$ cat src/hdl/timer_irq_regs.svh
// register offsets, field positions and reset values of the timer
// interrupt flag block; byte addresses on a 32-bit register bus
`ifndef TIMER_IRQ_REGS_SVH
`define TIMER_IRQ_REGS_SVH

// per-channel window: status word, then enable word
`define CH_STRIDE     8'h08
`define STATUS_OFF    8'h00
`define ENABLE_OFF    8'h04
// summary event register and its mask, after the five windows
`define SUMMARY_OFF   8'h28
`define MASK_OFF      8'h2C

// flag and enable field positions, same in both registers
`define FLD_A         0
`define FLD_B         1
`define FLD_WRAP      2

// both per-channel registers come up as all-ones reserved, fields 0
`define REG_RESET     8'hF8
`define RSVD_ONES     5'h1F

// counter wrap end points
`define COUNT_MAX     16'hFFFF
`define COUNT_MIN     16'h0000

`endif

$ cat src/hdl/timer_irq_pkg.sv
// shared types of the timer interrupt flag block
// assumes the register bus is AXI4-Lite with 32-bit data
package timer_irq_pkg;

  // write and read answers on the register bus
  typedef enum logic [1:0] {
    RESP_OKAY   = 2'b00,
    RESP_SLVERR = 2'b10
  } axi_resp_e;

  // one 16-bit count or general register value
  typedef logic [15:0] count_t;

  // flag or enable group: wrap, b, a
  typedef logic [2:0] field3_t;

endpackage : timer_irq_pkg

$ cat src/hdl/timer_chan_flags.sv
// one timer channel: three event flags, their enables and requests
// assumes count, general registers and strobes come from logic on aclk
`timescale 1ns/1ps
`default_nettype none
`include "timer_irq_regs.svh"

module timer_chan_flags (
  // clock and reset
  input  wire logic                   aclk,
  input  wire logic                   aresetn,
  input  wire logic                   standby,
  // counter side
  input  wire timer_irq_pkg::count_t  timer_count,
  input  wire timer_irq_pkg::count_t  general_reg_a,
  input  wire timer_irq_pkg::count_t  general_reg_b,
  input  wire logic                   count_step,
  input  wire logic                   cap_mode_a,
  input  wire logic                   cap_mode_b,
  input  wire logic                   cap_a,
  input  wire logic                   cap_b,
  input  wire logic                   dma_clear_a,
  // register access strobes
  input  wire logic                   rd_status,
  input  wire logic                   wr_status,
  input  wire logic                   wr_enable,
  input  wire timer_irq_pkg::field3_t wdata,
  // register views, requests, event pulses
  output logic [7:0]                  status_q,
  output logic [7:0]                  enable_q,
  output timer_irq_pkg::field3_t      irq_q,
  output timer_irq_pkg::field3_t      set_q
);

  timer_irq_pkg::field3_t flag_r, flag_nxt;   // wrap, b, a flags
  timer_irq_pkg::field3_t en_r, en_nxt;       // their enables
  timer_irq_pkg::field3_t armed_r, armed_nxt; // seen as 1 by a read
  timer_irq_pkg::field3_t irq_r;              // requests
  timer_irq_pkg::field3_t clr_w;              // clear terms
  timer_irq_pkg::count_t  prev_r;             // count before last step
  logic                   init_w;             // reset or standby

  assign init_w = ~aresetn | standby;

  // compare only on a count update, so a parked equal count sets once
  assign set_q[`FLD_A] = cap_mode_a ? cap_a
    : count_step & (timer_count == general_reg_a);
  assign set_q[`FLD_B] = cap_mode_b ? cap_b
    : count_step & (timer_count == general_reg_b);
  // wrap either way across the end points
  assign set_q[`FLD_WRAP] = count_step &
    (((prev_r == `COUNT_MAX) & (timer_count == `COUNT_MIN)) |
     ((prev_r == `COUNT_MIN) & (timer_count == `COUNT_MAX)));

  // a zero written to an armed flag clears it; ones do nothing
  assign clr_w = ({3{wr_status}} & ~wdata & armed_r)
               | {2'b00, dma_clear_a};
  // set beats a clear in the same cycle
  assign flag_nxt  = set_q | (flag_r & ~clr_w);
  // arming lasts until the next status write or the flag drops
  assign armed_nxt = ((armed_r & ~{3{wr_status}}) |
                      ({3{rd_status}} & flag_r)) & flag_nxt;
  assign en_nxt    = wr_enable ? wdata : en_r;

  // flag state, cleared by reset and by standby
  always_ff @(posedge aclk) begin
    if (init_w) begin
      flag_r  <= 3'h0;
      armed_r <= 3'h0;
      en_r    <= 3'h0;
      irq_r   <= 3'h0;
      prev_r  <= 16'h0000;
    end else begin
      flag_r  <= flag_nxt;
      armed_r <= armed_nxt;
      en_r    <= en_nxt;
      irq_r   <= flag_nxt & en_nxt;
      prev_r  <= count_step ? timer_count : prev_r;
    end
  end

  // reserved upper bits ignore writes and read as ones
  assign status_q = {`RSVD_ONES, flag_r};
  assign enable_q = {`RSVD_ONES, en_r};
  assign irq_q    = irq_r;
endmodule : timer_chan_flags
`default_nettype wire

$ cat src/hdl/timer_irq_top.sv
// five-channel timer interrupt flag block behind an AXI4-Lite slave
// assumes counter logic on aclk drives counts, general registers and
// strobes; the DMA start pulses come from the controller on aclk too
//
// Notes on behaviour
// - flag b clears by read-as-one then zero
// - compare mode: flag b on count equal
// - capture mode: flag b on capture strobe
// - flag a clears by read-as-one then zero
// - channels 0-3: DMA start clears flag a
// - compare mode: flag a on count equal
// - capture mode: flag a on capture strobe
// - one enable register per channel, five
// - enable register is F8 after reset, standby
// - upper five bits ignore writes, read ones
// - three enable bits read back last write
// - enable bit 2 gates wrap request
// - enable bit 1 gates match b request
// - enable bit 0 gates match a request
// - wrap flag on count wrap either way
// - writing one to a flag does nothing
// - status register is F8 after reset, standby
//
// The register offsets and register access over AXI4-Lite were decided locally.
`timescale 1ns/1ps
`default_nettype none
`include "timer_irq_regs.svh"

module timer_irq_top (
  // clock and reset
  input  wire logic        aclk,
  input  wire logic        aresetn,
  // write address channel
  input  wire logic        awvalid,
  output logic             awready,
  input  wire logic [7:0]  awaddr,
  // write data channel
  input  wire logic        wvalid,
  output logic             wready,
  input  wire logic [31:0] wdata,
  input  wire logic [3:0]  wstrb,
  // write response channel
  output logic             bvalid,
  input  wire logic        bready,
  output logic [1:0]       bresp,
  // read address channel
  input  wire logic        arvalid,
  output logic             arready,
  input  wire logic [7:0]  araddr,
  // read data channel
  output logic             rvalid,
  input  wire logic        rready,
  output logic [31:0]      rdata,
  output logic [1:0]       rresp,
  // power state
  input  wire logic        standby,
  // counter side, channel i in slice i
  input  wire logic [79:0] timer_count,
  input  wire logic [79:0] general_reg_a,
  input  wire logic [79:0] general_reg_b,
  input  wire logic [4:0]  count_step,
  input  wire logic [4:0]  cap_mode_a,
  input  wire logic [4:0]  cap_mode_b,
  input  wire logic [4:0]  cap_a,
  input  wire logic [4:0]  cap_b,
  // dma controller started by match a, channels 0 to 3
  input  wire logic [3:0]  dma_start_a,
  // per-channel requests to the cpu
  output logic [4:0]       match_irq_a,
  output logic [4:0]       match_irq_b,
  output logic [4:0]       wrap_irq,
  // summary interrupt
  output logic             irq
);

  localparam int NCH = 5; // channel count

  // bus handshake state
  logic        awready_r;    // address slot free
  logic        wready_r;     // data slot free
  logic        aw_hold_r;    // write address held
  logic        w_hold_r;     // write data held
  logic [7:0]  aw_addr_r;    // held write address
  logic [31:0] w_data_r;     // held write data
  logic [3:0]  w_strb_r;     // held byte enables
  logic        bvalid_r;     // write answer pending
  logic [1:0]  bresp_r;      // write answer code
  logic        arready_r;    // read slot free
  logic        rvalid_r;     // read answer pending
  logic [31:0] rdata_r;      // read answer data
  logic [1:0]  rresp_r;      // read answer code
  logic        aw_hold_nxt;
  logic        w_hold_nxt;
  logic        bvalid_nxt;
  logic        rvalid_nxt;

  // handshake terms
  logic        aw_take;      // address accepted
  logic        w_take;       // data accepted
  logic        wr_go;        // both halves present, do the write
  logic        ar_take;      // read accepted

  // write decode on held address
  logic        wr_ch_hit;    // inside a channel window
  logic        wr_sum_hit;   // summary register
  logic        wr_mask_hit;  // mask register
  logic        wr_hit;       // any mapped word
  logic [2:0]  wr_ch;        // channel number

  // read decode on the request address
  logic        rd_ch_hit;
  logic        rd_sum_hit;
  logic        rd_mask_hit;
  logic        rd_hit;
  logic [2:0]  rd_ch;
  logic [31:0] rd_mux;       // word to return

  // per-channel strobes and views
  logic [NCH-1:0] rd_status;
  logic [NCH-1:0] wr_status;
  logic [NCH-1:0] wr_enable;
  logic [4:0]     dma_vec;   // channel 4 has no dma clear
  logic [7:0]     stat_v [NCH];
  logic [7:0]     en_v   [NCH];
  logic [7:0]     rd_chan [NCH];
  timer_irq_pkg::field3_t irq_v [NCH];
  logic [3*NCH-1:0] set_all; // every flag set pulse

  // summary events
  logic [3*NCH-1:0] seen_r, seen_nxt; // sticky events
  logic [3*NCH-1:0] mask_r, mask_nxt; // their gates
  logic             irq_r;
  logic             sum_rd;           // summary read clears it

  // request outputs gathered from the channels
  logic [NCH-1:0] irq_a_w;
  logic [NCH-1:0] irq_b_w;
  logic [NCH-1:0] irq_wrap_w;

  // handshake decode
  assign aw_take = awvalid & awready_r;
  assign w_take  = wvalid & wready_r;
  assign ar_take = arvalid & arready_r;
  // the write waits for both halves and a free answer slot
  assign wr_go   = aw_hold_r & w_hold_r & ~bvalid_r;

  assign aw_hold_nxt = aw_take | (aw_hold_r & ~wr_go);
  assign w_hold_nxt  = w_take | (w_hold_r & ~wr_go);
  assign bvalid_nxt  = wr_go | (bvalid_r & ~bready);
  assign rvalid_nxt  = ar_take | (rvalid_r & ~rready);

  // channel windows sit below the summary word, one word aligned each
  assign wr_ch       = aw_addr_r[5:3];
  assign wr_ch_hit   = (aw_addr_r < `SUMMARY_OFF) &
                       (aw_addr_r[1:0] == 2'h0);
  assign wr_sum_hit  = aw_addr_r == `SUMMARY_OFF;
  assign wr_mask_hit = aw_addr_r == `MASK_OFF;
  assign wr_hit      = wr_ch_hit | wr_sum_hit | wr_mask_hit;

  assign rd_ch       = araddr[5:3];
  assign rd_ch_hit   = (araddr < `SUMMARY_OFF) & (araddr[1:0] == 2'h0);
  assign rd_sum_hit  = araddr == `SUMMARY_OFF;
  assign rd_mask_hit = araddr == `MASK_OFF;
  assign rd_hit      = rd_ch_hit | rd_sum_hit | rd_mask_hit;

  // only the low byte lane carries the channel fields
  assign sum_rd  = ar_take & rd_sum_hit;
  assign dma_vec = {1'b0, dma_start_a};

  // one flag block per channel
  genvar gi;
  generate
    for (gi = 0; gi < NCH; gi++) begin : g_ch
      // strobes for this channel's two words
      assign rd_status[gi] = ar_take & rd_ch_hit &
        (rd_ch == 3'(gi)) & (araddr[2] == 1'(`STATUS_OFF >> 2));
      assign wr_status[gi] = wr_go & wr_ch_hit & w_strb_r[0] &
        (wr_ch == 3'(gi)) & (aw_addr_r[2] == 1'(`STATUS_OFF >> 2));
      assign wr_enable[gi] = wr_go & wr_ch_hit & w_strb_r[0] &
        (wr_ch == 3'(gi)) & (aw_addr_r[2] == 1'(`ENABLE_OFF >> 2));
      // this channel's word, or zero when not addressed
      assign rd_chan[gi] = (rd_ch != 3'(gi)) ? 8'h00
        : (araddr[2] ? en_v[gi] : stat_v[gi]);

      // separate enable register in every channel
      timer_chan_flags u_ch (
        .aclk          (aclk),
        .aresetn       (aresetn),
        .standby       (standby),
        .timer_count   (timer_count[gi*16 +: 16]),
        .general_reg_a (general_reg_a[gi*16 +: 16]),
        .general_reg_b (general_reg_b[gi*16 +: 16]),
        .count_step    (count_step[gi]),
        .cap_mode_a    (cap_mode_a[gi]),
        .cap_mode_b    (cap_mode_b[gi]),
        .cap_a         (cap_a[gi]),
        .cap_b         (cap_b[gi]),
        .dma_clear_a   (dma_vec[gi]),
        .rd_status     (rd_status[gi]),
        .wr_status     (wr_status[gi]),
        .wr_enable     (wr_enable[gi]),
        .wdata         (w_data_r[2:0]),
        .status_q      (stat_v[gi]),
        .enable_q      (en_v[gi]),
        .irq_q         (irq_v[gi]),
        .set_q         (set_all[gi*3 +: 3])
      );

      // fan the three requests out by kind
      assign irq_a_w[gi]    = irq_v[gi][`FLD_A];
      assign irq_b_w[gi]    = irq_v[gi][`FLD_B];
      assign irq_wrap_w[gi] = irq_v[gi][`FLD_WRAP];
    end
  endgenerate

  // read word selection; unaddressed channels contribute zero
  assign rd_mux = rd_ch_hit   ? {24'h0, rd_chan[0] | rd_chan[1] |
                                 rd_chan[2] | rd_chan[3] | rd_chan[4]}
                : rd_sum_hit  ? {17'h0, seen_r}
                : rd_mask_hit ? {17'h0, mask_r}
                : 32'h0;

  // summary: a new event wins over the read that clears
  assign seen_nxt = set_all | (seen_r & ~{3*NCH{sum_rd}});
  assign mask_nxt = (wr_go & wr_mask_hit) ?
    {w_strb_r[1] ? w_data_r[14:8] : mask_r[14:8],
     w_strb_r[0] ? w_data_r[7:0]  : mask_r[7:0]} : mask_r;

  // write side handshake; slots reopen only after the answer leaves
  always_ff @(posedge aclk) begin
    if (!aresetn) begin
      aw_hold_r <= 1'b0;
      w_hold_r  <= 1'b0;
      awready_r <= 1'b1;
      wready_r  <= 1'b1;
      bvalid_r  <= 1'b0;
    end else begin
      aw_hold_r <= aw_hold_nxt;
      w_hold_r  <= w_hold_nxt;
      awready_r <= ~aw_hold_nxt & ~bvalid_nxt;
      wready_r  <= ~w_hold_nxt & ~bvalid_nxt;
      bvalid_r  <= bvalid_nxt;
    end
  end

  // held write payload and its answer code
  always_ff @(posedge aclk) begin
    if (!aresetn) begin
      aw_addr_r <= 8'h00;
      w_data_r  <= 32'h0000_0000;
      w_strb_r  <= 4'h0;
      bresp_r   <= 2'h0;
    end else begin
      aw_addr_r <= aw_take ? awaddr : aw_addr_r;
      w_data_r  <= w_take ? wdata : w_data_r;
      w_strb_r  <= w_take ? wstrb : w_strb_r;
      // unmapped words answer with an error and change nothing
      if (wr_go) begin
        bresp_r <= wr_hit ? timer_irq_pkg::RESP_OKAY
                          : timer_irq_pkg::RESP_SLVERR;
      end
    end
  end

  // read side: answer one cycle after the address is taken
  always_ff @(posedge aclk) begin
    if (!aresetn) begin
      arready_r <= 1'b1;
      rvalid_r  <= 1'b0;
      rdata_r   <= 32'h0000_0000;
      rresp_r   <= 2'h0;
    end else begin
      arready_r <= ~rvalid_nxt;
      rvalid_r  <= rvalid_nxt;
      if (ar_take) begin
        rdata_r <= rd_mux;
        rresp_r <= rd_hit ? timer_irq_pkg::RESP_OKAY
                          : timer_irq_pkg::RESP_SLVERR;
      end
    end
  end

  // summary events, mask and the one level interrupt
  always_ff @(posedge aclk) begin
    if (!aresetn) begin
      seen_r <= 15'h0000;
      mask_r <= 15'h0000;
      irq_r  <= 1'b0;
    end else begin
      seen_r <= seen_nxt;
      mask_r <= mask_nxt;
      irq_r  <= |(seen_nxt & mask_nxt);
    end
  end

  // ports straight from flip-flops
  assign awready     = awready_r;
  assign wready      = wready_r;
  assign bvalid      = bvalid_r;
  assign bresp       = bresp_r;
  assign arready     = arready_r;
  assign rvalid      = rvalid_r;
  assign rdata       = rdata_r;
  assign rresp       = rresp_r;
  assign irq         = irq_r;
  // channel requests already registered inside each channel
  assign match_irq_a = irq_a_w;
  assign match_irq_b = irq_b_w;
  assign wrap_irq    = irq_wrap_w;
endmodule : timer_irq_top
`default_nettype wire

$ cat config.mk
export PLATFORM = sky130hd
export DESIGN_NAME = timer_irq_top
export DESIGN_NICKNAME = d
export VERILOG_FILES = /design/src/hdl/timer_irq_pkg.sv /design/src/hdl/timer_chan_flags.sv /design/src/hdl/timer_irq_top.sv
export VERILOG_INCLUDE_DIRS = /design/src /design/src/hdl
export SDC_FILE = /design/constraint.sdc
export NUM_CORES = 1
export LEC_CHECK = 0
export ABC_CLOCK_PERIOD_IN_PS = 2430
export BUFFER_PORTS_ARGS = -buffer_cell sky130_fd_sc_hd__buf_2
export CAP_MARGIN = 20
export CORE_MARGIN = 2
export CORE_UTILIZATION = 51
export CTS_BUF_LIST = sky130_fd_sc_hd__clkbuf_16
export CTS_CLUSTER_DIAMETER = 150
export CTS_CLUSTER_SIZE = 8
export DETAILED_ROUTE_END_ITERATION = 16
export PLACE_DENSITY = 0.89
export SYNTH_ARGS = -nofsm -noshare
export SYNTH_HDL_FRONTEND = slang
export SYNTH_SLANG_ARGS = --single-unit
$ cat constraint.sdc
create_clock -name aclk -period 2.43 [get_ports aclk]
set_input_delay 0.1215 -clock aclk [delete_from_list [all_inputs] [get_ports aclk]]
set_output_delay 0.1215 -clock aclk [all_outputs]
set_load 0.005 [all_outputs]
==> flow_summary.ini <==
[finish]
stdcell_area_um2 = 15640
largest_register_ff_count = 80
drive_above_1_share_pct = 27.45
stdcell_count = 1976
nets = 2024
final_util_pct = 71.24
regMostFlops = g_ch.u_ch.prev_r
syn_to_final_growth_pct = 36.41

[critical_path]
crit_chain = nor4_4, and3_4, nand2_8, mux2_4, a222oi_1, o2111ai_1, o41a_1
critPathKind = reg -> reg
critPathMaxStageDelay_ps = 440
cp_slowest_cell = a222oi_1
cp-end-kind = register
critPathRequiredTime_ps = 2830
crit_path_start_kind = register
critPathMaxFanout = 3
critical_path_arrival_ps = 2900

[floorplan]
core-area_um2 = 21960
num_rows = 54
fp.dieH_um = 154.0
die_w_um = 154.0
initial_core_util_pct = 52.22
die_area_um2 = 23700
pin_count = 386

[sta]
setup_ws_ps = -66.34
max_freq_mhz = 400.6
tightest_slew_ps = 969.7
fin_crit_sh_pct = 102.7
slew_violations = 0
fin_skew_ps = 10.35
fin_crit_ps = 2496
setup_violations = 2
hold_viol_final = 0
setup_tns_ps = -72.15
rsz0062_at_grt = true
hold_slack_ps = 23.27
max_slew_margin_pct = 35.11

[global_routing]
grt_pass1_wl_um = 59900
gr-total-overflow = 0
grt_start_max_net_pins = 78
antenna_found_initial = 3
grt_pass1_vias = 11900
grt_usage_pct = 31.32

[drt]
route.vias.total = 11460
viasPerCell = 5.798
routed_wl_um = 38680
drt_iter0_markers = 848
dr.pass1.iters = 7
routedWlPerCell_um = 19.57
drt.antenna.violating_nets = 0
drc = 0

[logic_synthesis]
synth_area_leaders = dfxtp_1, mux2i_1, nor4bb_1
synth_seq_area_share_pct = 38.41
ys.flop_type = dfxtp_1
synth_area_um2 = 11470
synth_top_cell_area_share_pct = 38.41
synthAdderAreaFrac_pct = 0
synthCells = 1211
yosysTopAreaCell = dfxtp_1
ys_types = 60
synthMuxAreaShare_pct = 12.12
synth_seq_cells = 220
yosys.area_share.simple_pct = 25.06
synth_top_family_by_area = simple AND/OR/NAND/NOR gates
synth_edf_count = 0
synth_xor_xnor_area_share_pct = 12.22
synthArstFlopShare_pct = 0
yosys_warnings = 0
synth_compound_area_share_pct = 8.991
syn_area_per_cell_um2 = 9.469

[worst_hold_path]
min_path_type = in -> reg

[pwr]
swShare_pct = 24.79
power.density_nw_per_um2 = 573.3
p_comb_share_pct = 15.5
power_mw = 8.967
power.internal_mw = 6.744
seqPwrFrac_pct = 42.6
power.net_switching_mw = 2.223
clockPowerShare_pct = 41.9
ir_drop_mv = 0.4113
power_leakage_nw = 6.590

[clocking]
clockBufferDepth = 3
cts-root-buf = clkbuf_16
cts_setup_buffers = 0
path_clk_slew_ps = 50
cts_buffers = 31
htreeDepth = 1
cts_sinks = 220
cts_tree = yes
clk_latency_ps = 530

[run_status]
violations = negative setup slack
status = finished with violations

[placed_design]
dpl_cell_area_um2 = 13530
dp_hpwl_um = 26350
portBuffers = 347
post-place-ws_ps = -31.54
gp_congestion = 0.9281
dp_cells = 1820

[flow_run]
max_cap_violations = 0
==> layout by cell type (no fill, tap or decap), types with 4 or more instances in the layout <==
cell	synthesis	final
buf_2	1	347
dfxtp_1	220	218
dlygate4sd3_1	0	122
nor2_1	121	121
mux2i_1	116	116
xor2_1	82	82
nor4bb_1	80	80
xnor2_1	78	78
nand2_1	72	72
nand4_1	41	41
nor2b_1	42	40
a21boi_0	35	34
buf_4	19	32
clkbuf_16	0	31
a22oi_1	31	29
nor3_1	25	25
and2_1	20	19
conb_1	1	19
a21oi_1	18	18
mux2_2	19	18
nor4_1	17	17
o21ai_0	12	11
or3b_2	9	9
o22ai_1	9	9
nand3_1	8	8
nor3b_1	7	7
inv_1	7	7
nand3b_1	6	6
a21o_1	5	5
a31oi_1	6	5
o221a_2	5	5
a22o_1	4	4
nand2b_1	5	4
==> path summary, 6_finish.rpt <==
check | from | to | slack (ps) | cells after the start
min reg2reg | w_data_r[5] | w_data_r[5] | 470 | 2
max | aw_addr_r[7] | irq | -70 | 7
min | cap_b[0] | g_ch[0].u_ch.flag_r[1] | 20 | 3
max reg2reg | aw_addr_r[7] | irq | -70 | 7
==> power by group through the flow <==
stage	combinational (mW)	clock, mW	sequential, mW
after floorplan	0.660	0	3.85
after global placement	1.14	0	3.87
after detailed placement	1.18	0	3.88
after CTS	1.34	3.79	3.81
after global routing	1.49	3.96	3.82
final	1.39	3.76	3.82
==> cell usage after synthesis (all sizes together), types with 30 or more instances <==
cell type,n
a21boi,35
nand4,41
buf,30
dfxtp,220
a22oi,31
clkbuf,38
xor2,82
nand2,73
nor2b,42
xnor2,78
nor2,121
nor4bb,80
mux2i,116
==> cell families after synthesis <==
family,after synthesis
AO/OA/AOI/OAI,144
XOR/XNOR,160
buffers and inverters,75
flip-flops,220
multiplexers,136
other,1
AND/OR/NAND/NOR,475
==> critical path: cells and delay by family, from the launching register on <==
kind	cells	cell delay, ps
AO/OA/AOI/OAI	3	1040
flip-flops	1	330
multiplexers	1	300
AND/OR/NAND/NOR	3	700
==> metal layers <==
metal / wire length, um / up-vias / GRT usage [%]
met1: 14340 / 5379 / 34.42
met2: 19080 / 635 / 56.65
met5: 11 / - / 0
met3: 2974 / 169 / 5.665
li1: - / 5271 / -
met4: 2273 / 2 / 17.94
==> area by class of cell <==
type                            instances  area (um^2)
Timing Repair Buffer                  501         3198
Fill cell                            1479         6316
Sequential cell                       220         4407
Antenna cell                            2        5.005
Clock buffer                           31        775.7
Multi-Input combinational cell        934         6850
Clock inverter                          1        30.03
Tap cell                              280        350.3
Inverter                                7        26.28
==> repair_timing <==
item,CTS,global route
setup endpoints to repair,1,20
pin swaps,1,16
resized for setup,2,19
hold endpoints to repair,115,0
hold buffers,122,0
(Power assumes the default switching activity.)
